**config.mk**
```make
export PLATFORM = sky130hd
export DESIGN_NAME = sbwm_core
export DESIGN_NICKNAME = d
export VERILOG_FILES = /design/src/core/sbwm_pkg.sv /design/src/core/sbwm_core.sv
export SDC_FILE = /design/constraint.sdc
export NUM_CORES = 2
export LEC_CHECK = 0
export ABC_AREA = 1
export CAP_MARGIN = 20
export CORE_ASPECT_RATIO = 0.9
export CORE_UTILIZATION = 45
export CTS_BUF_LIST = sky130_fd_sc_hd__clkbuf_16
export DETAILED_ROUTE_END_ITERATION = 7
export DONT_BUFFER_PORTS = 1
export PLACE_DENSITY = 0.63
export SLEW_MARGIN = 20
export SYNTH_ARGS = -nofsm -noshare
export SYNTH_HDL_FRONTEND = slang
export SYNTH_SLANG_ARGS = --single-unit
```
**constraint.sdc**
```tcl
create_clock -name core_clk_i -period 6.76 [get_ports core_clk_i]
set_clock_uncertainty 0.15 [all_clocks]
set_input_delay 1.352 -clock core_clk_i [delete_from_list [all_inputs] [get_ports core_clk_i]]
set_output_delay 1.352 -clock core_clk_i [all_outputs]
set_load 0.02 [all_outputs]
```
**src/core/sbwm_pkg.sv**
```systemverilog
// Constants shared by the burst SRAM write masking core.
// Assumes a single core clock that oversamples every pin of the memory interface.
package sbwm_pkg;
  localparam int unsigned DATA_W = 36;
  localparam int unsigned LANE_W = 9;
  localparam int unsigned LANES = 4;
  localparam int unsigned ADDR_W = 4;
  localparam int unsigned WORDS = 32;
  // Width straps on the configuration pins.
  localparam logic [1:0] CFG_X9 = 2'h0;
  localparam logic [1:0] CFG_X18 = 2'h1;
  localparam logic [1:0] CFG_X36 = 2'h2;
  // Reset values.
  localparam logic RST_PEND = 1'h0;
  localparam logic RST_OE = 1'h0;
  localparam logic [35:0] RST_Q = 36'h0;
  localparam logic [3:0] SEL_NONE = 4'hf;
  typedef enum logic [2:0] {
    SBWM_RD_IDLE,
    SBWM_RD_WAIT_T1,
    SBWM_RD_WAIT_NEG,
    SBWM_RD_WAIT_POS,
    SBWM_RD_HOLD
  } sbwm_rd_e;
endpackage

```
**src/core/sbwm_core.sv**
```systemverilog
// Burst SRAM core with a masked double-word write port and a two-word read port.
// Assumes every pin is asynchronous to core_clk_i and much slower than it.
// Summary of operation
// - In x18 mode both lane selects low write all 18 bits of the word.
// - In x18 mode select 0 low, select 1 high writes bits 8:0 and keeps bits 17:9.
// - In x18 mode select 0 high, select 1 low writes bits 17:9 and keeps bits 8:0.
// - In x18 mode both selects high leave that half of the burst unwritten.
// - Each word and its selects are captured apart, first on the positive, second on the negative strobe rise.
// - In x9 mode the single select low writes bits 8:0 and high writes nothing.
// - In x36 mode all four selects low write all 36 bits.
// - In x36 mode selects 0 to 3 gate lanes 8:0, 17:9, 26:18 and 35:27 in that order.
// - In x9 and x36 modes all selects high write nothing for that word.
// - The two words of one write may carry different selects, each applied to its own word.
// - After power-up both ports are deselected and the read data is not driven.
// - The first word goes to location A+0 and the second to A+1.
// - Read data is launched on the output reference rises, or on the input strobes in single-strobe mode.
// - A read started in cycle t drives A+0 at the negative reference rise of t+1 and A+1 at the positive rise of t+2.
`timescale 1ns/1ps
module sbwm_core (
  input wire logic core_clk_i,
  input wire logic sys_rst_i,
  input wire logic strobe_p_i,
  input wire logic strobe_n_i,
  input wire logic out_ref_p_i,
  input wire logic out_ref_n_i,
  input wire logic single_strobe_mode_i,
  input wire logic [1:0] width_cfg_i,
  input wire logic write_port_select_n_i,
  input wire logic read_port_select_n_i,
  input wire logic [sbwm_pkg::ADDR_W-1:0] addr_i,
  input wire logic [sbwm_pkg::DATA_W-1:0] wdata_i,
  input wire logic [sbwm_pkg::LANES-1:0] byte_lane_write_select_n_i,
  output logic [sbwm_pkg::DATA_W-1:0] rdata_o,
  output logic rdata_oe_o,
  output logic write_pending_o
);
  typedef struct packed {
    logic [2:0] kp;
    logic [2:0] kn;
    logic [2:0] cp;
    logic [2:0] cn;
    logic [1:0] single;
    logic [1:0] wps_n;
    logic [1:0] rps_n;
    logic [1:0][1:0] cfg;
    logic [1:0][sbwm_pkg::ADDR_W-1:0] addr;
    logic [1:0][sbwm_pkg::DATA_W-1:0] din;
    logic [1:0][sbwm_pkg::LANES-1:0] sel_n;
    logic wr_pend;
    logic [sbwm_pkg::ADDR_W-1:0] wa;
    logic [sbwm_pkg::DATA_W-1:0] word0;
    logic [sbwm_pkg::LANES-1:0] en0;
    logic [sbwm_pkg::ADDR_W-1:0] ra;
    sbwm_pkg::sbwm_rd_e rd;
    logic [sbwm_pkg::DATA_W-1:0] q;
    logic q_oe;
    logic [sbwm_pkg::WORDS-1:0][sbwm_pkg::DATA_W-1:0] mem;
  } sbwm_state_s;

  sbwm_state_s st_r;
  sbwm_state_s st_nxt;
  logic kp_rise;
  logic kn_rise;
  logic pos_ref;
  logic neg_ref;
  logic commit;
  logic [sbwm_pkg::LANES-1:0] en_now;

  // Turns active-low lane selects into lane enables for the strapped width.
  // lanes per width
  function automatic logic [3:0] lane_en(input logic [1:0] cfg, input logic [3:0] sel_n);
    logic [3:0] en;
    en = ~sel_n;
    case (cfg)
      sbwm_pkg::CFG_X9: lane_en = {3'h0, en[0]};
      sbwm_pkg::CFG_X18: lane_en = {2'h0, en[1:0]};
      default: lane_en = en;
    endcase
  endfunction

  // Keeps every disabled lane at its stored value.
  // deselected lanes kept
  function automatic logic [35:0] merge(input logic [35:0] old_w, input logic [35:0] new_w,
                                        input logic [3:0] en);
    logic [35:0] res;
    res = old_w;
    for (int i = 0; i < sbwm_pkg::LANES; i++)
    begin
      if (en[i])
      begin
        res[i*sbwm_pkg::LANE_W +: sbwm_pkg::LANE_W] = new_w[i*sbwm_pkg::LANE_W +: sbwm_pkg::LANE_W];
      end
    end
    merge = res;
  endfunction

  assign kp_rise = st_r.kp[1] & ~st_r.kp[2];
  assign kn_rise = st_r.kn[1] & ~st_r.kn[2];
  assign pos_ref = st_r.single[1] ? kp_rise : (st_r.cp[1] & ~st_r.cp[2]);
  assign neg_ref = st_r.single[1] ? kn_rise : (st_r.cn[1] & ~st_r.cn[2]);
  assign commit = kn_rise & st_r.wr_pend;
  assign en_now = lane_en(st_r.cfg[1], st_r.sel_n[1]);

  always_comb
  begin
    st_nxt = st_r;
    // Every pin but sys_rst_i goes through two flops; the third stage only feeds edge detection.
    st_nxt.kp = {st_r.kp[1:0], strobe_p_i};
    st_nxt.kn = {st_r.kn[1:0], strobe_n_i};
    st_nxt.cp = {st_r.cp[1:0], out_ref_p_i};
    st_nxt.cn = {st_r.cn[1:0], out_ref_n_i};
    st_nxt.single = {st_r.single[0], single_strobe_mode_i};
    st_nxt.wps_n = {st_r.wps_n[0], write_port_select_n_i};
    st_nxt.rps_n = {st_r.rps_n[0], read_port_select_n_i};
    st_nxt.cfg = {st_r.cfg[0], width_cfg_i};
    st_nxt.addr = {st_r.addr[0], addr_i};
    st_nxt.din = {st_r.din[0], wdata_i};
    st_nxt.sel_n = {st_r.sel_n[0], byte_lane_write_select_n_i};

    if (kp_rise && !st_r.wps_n[1])
    begin
      st_nxt.wr_pend = 1'b1;
      st_nxt.wa = st_r.addr[1];
      st_nxt.word0 = st_r.din[1];
      st_nxt.en0 = en_now;
    end
    if (commit)
    begin
      st_nxt.wr_pend = 1'b0;
      st_nxt.mem[{st_r.wa, 1'b0}] = merge(st_r.mem[{st_r.wa, 1'b0}], st_r.word0, st_r.en0);
      // second word uses its own selects
      st_nxt.mem[{st_r.wa, 1'b1}] = merge(st_r.mem[{st_r.wa, 1'b1}], st_r.din[1], en_now);
    end

    case (st_r.rd)
      sbwm_pkg::SBWM_RD_WAIT_T1:
      begin
        if (kp_rise)
        begin
          st_nxt.rd = sbwm_pkg::SBWM_RD_WAIT_NEG;
        end
      end
      sbwm_pkg::SBWM_RD_WAIT_NEG:
      begin
        if (neg_ref)
        begin
          st_nxt.q = st_r.mem[{st_r.ra, 1'b0}];
          st_nxt.q_oe = 1'b1;
          st_nxt.rd = sbwm_pkg::SBWM_RD_WAIT_POS;
        end
      end
      sbwm_pkg::SBWM_RD_WAIT_POS:
      begin
        if (pos_ref)
        begin
          st_nxt.q = st_r.mem[{st_r.ra, 1'b1}];
          st_nxt.rd = sbwm_pkg::SBWM_RD_HOLD;
        end
      end
      sbwm_pkg::SBWM_RD_HOLD:
      begin
        // The bus is released at the next reference rise so another device can follow.
        if (pos_ref || neg_ref)
        begin
          st_nxt.q_oe = 1'b0;
          st_nxt.rd = sbwm_pkg::SBWM_RD_IDLE;
        end
      end
      default:
      begin
        st_nxt.rd = sbwm_pkg::SBWM_RD_IDLE;
      end
    endcase
    // Reads requested while a burst is still in flight are dropped, a known limitation.
    if (kp_rise && !st_r.rps_n[1] &&
        (st_r.rd == sbwm_pkg::SBWM_RD_IDLE || st_r.rd == sbwm_pkg::SBWM_RD_HOLD))
    begin
      st_nxt.ra = st_r.addr[1];
      st_nxt.rd = sbwm_pkg::SBWM_RD_WAIT_T1;
    end

    // deselected after power-up
    // The edge chains keep following their pins through reset, so a reference parked high
    // is not mistaken for a rise once reset ends.
    if (sys_rst_i)
    begin
      st_nxt.wps_n = 2'h3;
      st_nxt.rps_n = 2'h3;
      st_nxt.sel_n = {sbwm_pkg::SEL_NONE, sbwm_pkg::SEL_NONE};
      st_nxt.wr_pend = sbwm_pkg::RST_PEND;
      st_nxt.rd = sbwm_pkg::SBWM_RD_IDLE;
      st_nxt.q = sbwm_pkg::RST_Q;
      st_nxt.q_oe = sbwm_pkg::RST_OE;
    end
  end

  always_ff @(posedge core_clk_i)
  begin
    st_r <= st_nxt;
  end

  assign rdata_o = st_r.q;
  assign rdata_oe_o = st_r.q_oe;
  assign write_pending_o = st_r.wr_pend;

  a_reset_deselect: assert property (@(posedge core_clk_i)
    sys_rst_i |=> !rdata_oe_o && !write_pending_o && rdata_o == sbwm_pkg::RST_Q)
    else $error("port not deselected after reset");

  a_x18_full_word: assert property (@(posedge core_clk_i) disable iff (sys_rst_i)
    commit && st_r.cfg[1] == sbwm_pkg::CFG_X18 && st_r.en0 == 4'h3
    |=> st_r.mem[{st_r.wa, 1'b0}][17:0] == $past(st_r.word0[17:0]))
    else $error("x18 full word not written");

  a_x18_low_lane: assert property (@(posedge core_clk_i) disable iff (sys_rst_i)
    commit && st_r.cfg[1] == sbwm_pkg::CFG_X18 && st_r.sel_n[1][1:0] == 2'h2
    |=> st_r.mem[{st_r.wa, 1'b1}][17:9] == $past(st_r.mem[{st_r.wa, 1'b1}][17:9]))
    else $error("x18 upper lane altered");

  a_x18_high_lane: assert property (@(posedge core_clk_i) disable iff (sys_rst_i)
    commit && st_r.cfg[1] == sbwm_pkg::CFG_X18 && st_r.sel_n[1][1:0] == 2'h1
    |=> st_r.mem[{st_r.wa, 1'b1}][8:0] == $past(st_r.mem[{st_r.wa, 1'b1}][8:0]))
    else $error("x18 lower lane altered");

  a_x18_no_write: assert property (@(posedge core_clk_i) disable iff (sys_rst_i)
    commit && st_r.cfg[1] == sbwm_pkg::CFG_X18 && st_r.sel_n[1][1:0] == 2'h3
    |=> $stable(st_r.mem[{st_r.wa, 1'b1}]))
    else $error("x18 deselected word written");

  a_x9_lane_gate: assert property (@(posedge core_clk_i) disable iff (sys_rst_i)
    commit && st_r.cfg[1] == sbwm_pkg::CFG_X9 && !st_r.sel_n[1][0]
    |=> st_r.mem[{st_r.wa, 1'b1}][8:0] == $past(st_r.din[1][8:0]))
    else $error("x9 word not written");

  a_x36_full_word: assert property (@(posedge core_clk_i) disable iff (sys_rst_i)
    commit && st_r.cfg[1] == sbwm_pkg::CFG_X36 && st_r.sel_n[1] == 4'h0
    |=> st_r.mem[{st_r.wa, 1'b1}] == $past(st_r.din[1]))
    else $error("x36 full word not written");

  a_x36_lane_keep: assert property (@(posedge core_clk_i) disable iff (sys_rst_i)
    commit && st_r.cfg[1] == sbwm_pkg::CFG_X36 && st_r.sel_n[1] == 4'hb
    |=> st_r.mem[{st_r.wa, 1'b1}][26:18] == $past(st_r.din[1][26:18]) &&
        st_r.mem[{st_r.wa, 1'b1}][35:27] == $past(st_r.mem[{st_r.wa, 1'b1}][35:27]))
    else $error("x36 lane order wrong");

  a_first_capture: assert property (@(posedge core_clk_i) disable iff (sys_rst_i)
    kp_rise && !st_r.wps_n[1] |=> write_pending_o && st_r.en0 == $past(en_now))
    else $error("first word not captured");

  a_read_launch: assert property (@(posedge core_clk_i) disable iff (sys_rst_i)
    st_r.rd == sbwm_pkg::SBWM_RD_WAIT_NEG && neg_ref
    |=> rdata_oe_o && rdata_o == $past(st_r.mem[{st_r.ra, 1'b0}]))
    else $error("first read word not launched");
endmodule

```
## Word level (Yosys, flattened, before mapping)

Index checks and enable logic that the tools add are counted.

| storage, ports and cells | value |
|---|---|
| register bits after elaboration | 1,351 |
| input port bits | 55 |

| operators by class | value |
|---|---|
| equality and inequality tests | 13 |
| bitwise logic cells | 10 |
| muxes and demuxes | 42 |
| $lt $le $gt $ge | 6 |
| reductions and logical operators | 19 |

Operators by type and width:

| operator | number |
|---|---|
| bitwise mux 1152 bit | 2 |
| binary-select mux 36 bit (select 4 bit) | 4 |
| demux 36 bit (select 4 bit) | 2 |
| 2-to-1 mux 36 bit | 6 |
| 2-to-1 mux 9 bit | 16 |
| one-hot mux 36 bit (2 select lines) | 1 |
| 2-to-1 mux 40 bit | 1 |
| 2-to-1 mux 39 bit | 1 |
| < comparator 5 x 6 -> 1 bit (second input constant) | 4 |
| one-hot mux 3 bit (4 select lines) | 1 |
| >= comparator 5 x 1 -> 1 bit (second input constant) | 2 |
| inequality test 3 bit (second input constant) | 3 |
| inequality test 2 bit (second input constant) | 4 |
| one-hot mux 4 bit (2 select lines) | 1 |
| AND reduction 4 bit | 2 |
| == test 3 x 2 -> 1 bit (second input constant) | 2 |
| 2-to-1 mux 3 bit | 2 |
| AND reduction 3 bit | 2 |
| bitwise AND 1 bit | 5 |
| logical AND 1 bit | 5 |
| 2-to-1 mux 1 bit | 4 |
| inverter 1 bit | 4 |
| inverter 4 bit | 1 |
| nonzero test 2 bit | 2 |
| other kinds (10) | 13 |

## Depth between registers and ports, before layout

| depth | value |
|---|---|
| word-level depth | 7 |
| mapped depth | 12 |
| mapped depth without buffers | 10 |

## Worst setup path before layout

OpenSTA, ideal clock, no wires.

| path | value |
|---|---|
| kind | register to register |
| start | register, netlist name st_r[1236] |
| end | register st_r[864] (netlist bit) (enable) |
| data arrival time | 4.522 ns |
| cell stages (with the launch flop) | 9 |
| path slack | 1.585 ns |
| cell sequence | edfxtp_1 -> nor2_2 -> buf_6 -> buf_6 -> buf_4 -> buf_6 -> nand2_2 -> buf_2 -> nor2_1 |

RTL lines:

| element | line | source |
|---|---|---|
| end signal: assignment | sbwm_core.sv:199 | `st_r <= st_nxt;` |
| end: declaration | sbwm_core.sv:60 | `sbwm_state_s st_r;` |

==> flow_metrics.tcl <==
set metrics [dict create \
    cp_max_fo 53 \
    synthDominantCellAreaShare 0.568 \
    place_inst 8165 \
    syn_nets 6811 \
    fin_crit_ns 3.94 \
    cts_num_sinks 1351 \
    die_h_um 358 \
    cts_hold_buf 0 \
    drt-total-wl_mm 226 \
    drt-pass1-iter-count 7 \
    cts_htree_levels 4 \
    yosysTopAreaCell "edfxtp_1" \
    slew_violations 0 \
    synth-seq-cells 1351 \
    grt_usage 0.310 \
    clockBufferDepth 3 \
    peakVddDrop_v 0.000257 \
    antenna_found_initial 4 \
    grt_pass1_wl_mm 325 \
    layout_commonest_cell "nand2_1" \
    synth_area_leaders "edfxtp_1, nand2_1, nand3_1, dfxtp_1, a22oi_1" \
    final_cell_area_sq_mm 0.0690 \
    critPathLaunchType "flip-flop" \
    dp_hpwl_mm 104 \
    hold_viol 0 \
    drc 0 \
    avgSynthCellArea_sq_um 9.39 \
    crit_type "flip-flop to flip-flop" \
    r2r_setup_slack_ns 2.82 \
    fp.dieArea_sq_mm 0.143 \
    drt_iter0_markers 8051 \
    yosysWarnings 0 \
    boundaryPins 93 \
    cts_tree "built" \
    cts_buffers 146 \
    core_area_sq_mm 0.140 \
    final.setup.tns_ns 0 \
    hp-class "flip-flop to flip-flop" \
    slew_headroom 0.112 \
    synth-seq-area-share 0.615 \
    clock.fmax_ghz 0.254 \
    grt_max_degree 204 \
    cts_root_buf "clkbuf_16" \
    ys_types 28 \
    arrival_ns 4.20 \
    area_growth_pct 8.79 \
    synth_edf_count 1200 \
    wire_per_inst_um 26.8 \
    rsz0062_at_grt "no" \
    fp-row-count 130 \
    post_cts_resized 0 \
    status "completed" \
    p_leak_nw 25.7 \
    clk_latency_ns 0.81 \
    via_count 52210 \
    nFillCells 12495 \
    most-common-layout-cells "nand2_1, edfxtp_1, nand3_1" \
    layout.nets 6521 \
    synth_ff_type "edfxtp_1" \
    post-cts-setup-buffers 0 \
    vias_per_cell 6.19 \
    gp_congestion 0.806 \
    syn_area_sq_mm 0.0635 \
    drive_gt1_frac 0.0691 \
    portBuffers 0 \
    dieWidth_um 398 \
    async_flop_share 0 \
    setup_viol 0 \
    endpoint_kind "flip-flop" \
    p_per_area_mw_per_mm2 257 \
    cap_violations 0 \
    initial_utilization 0.454 \
    antenna_left 0 \
    tightest_slew_ns 1.33 \
    grt.overflow.total 0 \
    cp_data_required_time_ns 7.02 \
    place_area_sq_mm 0.0643 \
    fin_crit_sh 0.582 \
    clk_pin_slew_worst_paths_ns 0.06 \
    layoutNonFillerInstCount 8440 \
    synthCells 6756 \
    grt_pass1_vias 49632 \
]
==> Yosys cell counts (28+ instances only) <==
library cell	number
clkbuf_1	207
buf_4	89
a21oi_1	38
buf_2	184
buf_1	51
or2_2	49
a22oi_1	359
dfxtp_1	151
nand4_1	126
nand3_1	993
nor2_1	666
edfxtp_1	1200
nand2_1	2498
o21ai_0	40
o21ai_2	28
==> where the power goes <==
part           switching (mW)  leakage, nW  internal [mW]
clock                    3.42         2.45           4.48
combinational           0.455         11.0          0.152
sequential              0.150         12.2           9.07
==> worst paths after layout <==
kind | startpoint | cells past startpoint | end
worst min-delay path | st_nxt[1304] | 0 | st_r[1304]
worst min register to register | st_nxt[1304] | 0 | st_r[1304]
worst max-delay path | st_r[1238] | 6 | st_r[431]
worst max register to register | st_r[1238] | 6 | st_r[431]
==> cell families after synthesis <==
| family | after synthesis | share of synthesized area |
|---|---|---|
| AO/OA/AOI/OAI | 477 | 0.0551 |
| buffers and inverters | 575 | 0.0444 |
| AND/OR/NAND/NOR | 4353 | 0.285 |
| flip-flops | 1351 | 0.615 |
==> through the flow <==
stage                     total power [mW]  setup slack (ns)  hold slack (ns)  utilization
after floorplan                       9.82              1.59            0.160            -
after global placement                9.99              2.96            0.160        0.460
after detailed placement              9.99              2.87            0.162        0.460
after CTS                             17.8              2.82            0.159        0.494
after global routing                  18.2              2.85            0.176        0.494
final                                 17.7              2.82            0.160        0.494
==> layout make-up <==
class	count	area, sq um	area share
repair buffers	106	1060	0.0153
inverters	31	149	0.00216
clock buffers	156	3900	0.0565
well taps	1848	2310	0.0335
flip-flops and latches	1351	39100	0.566
multi-input cells	4830	21800	0.315
diodes	3	7.51	0.000109
clock inverters	115	790	0.0114
==> registers in the layout (all words and copies together) (netlist names) <==
name / flops
st_r: 1262
rdata_oe_o: 1
write_pending_o: 1
st_nxt: 51
rdata_o: 36
==> critical path: stages (launching register included) <==
cell and delay (ns):
edfxtp_1 0.47, inv_1 0.12, nor2_4 0.54, buf_4 0.59, nand2_2 0.15, nor2_4 0.89
buf_12 0.51
==> layer usage <==
| metal | vias up | GRT usage | part of all wire |
|---|---|---|---|
| met3 | 699 | 0.0682 | 0.13 |
| met4 | 2 | 0.144 | 0.046 |
| met1 | 24954 | 0.418 | 0.38 |
| met2 | 3893 | 0.477 | 0.44 |
| li1 | 22662 | - | - |
| met5 | - | 0 | 0.000058 |
(Power assumes the default switching activity.)
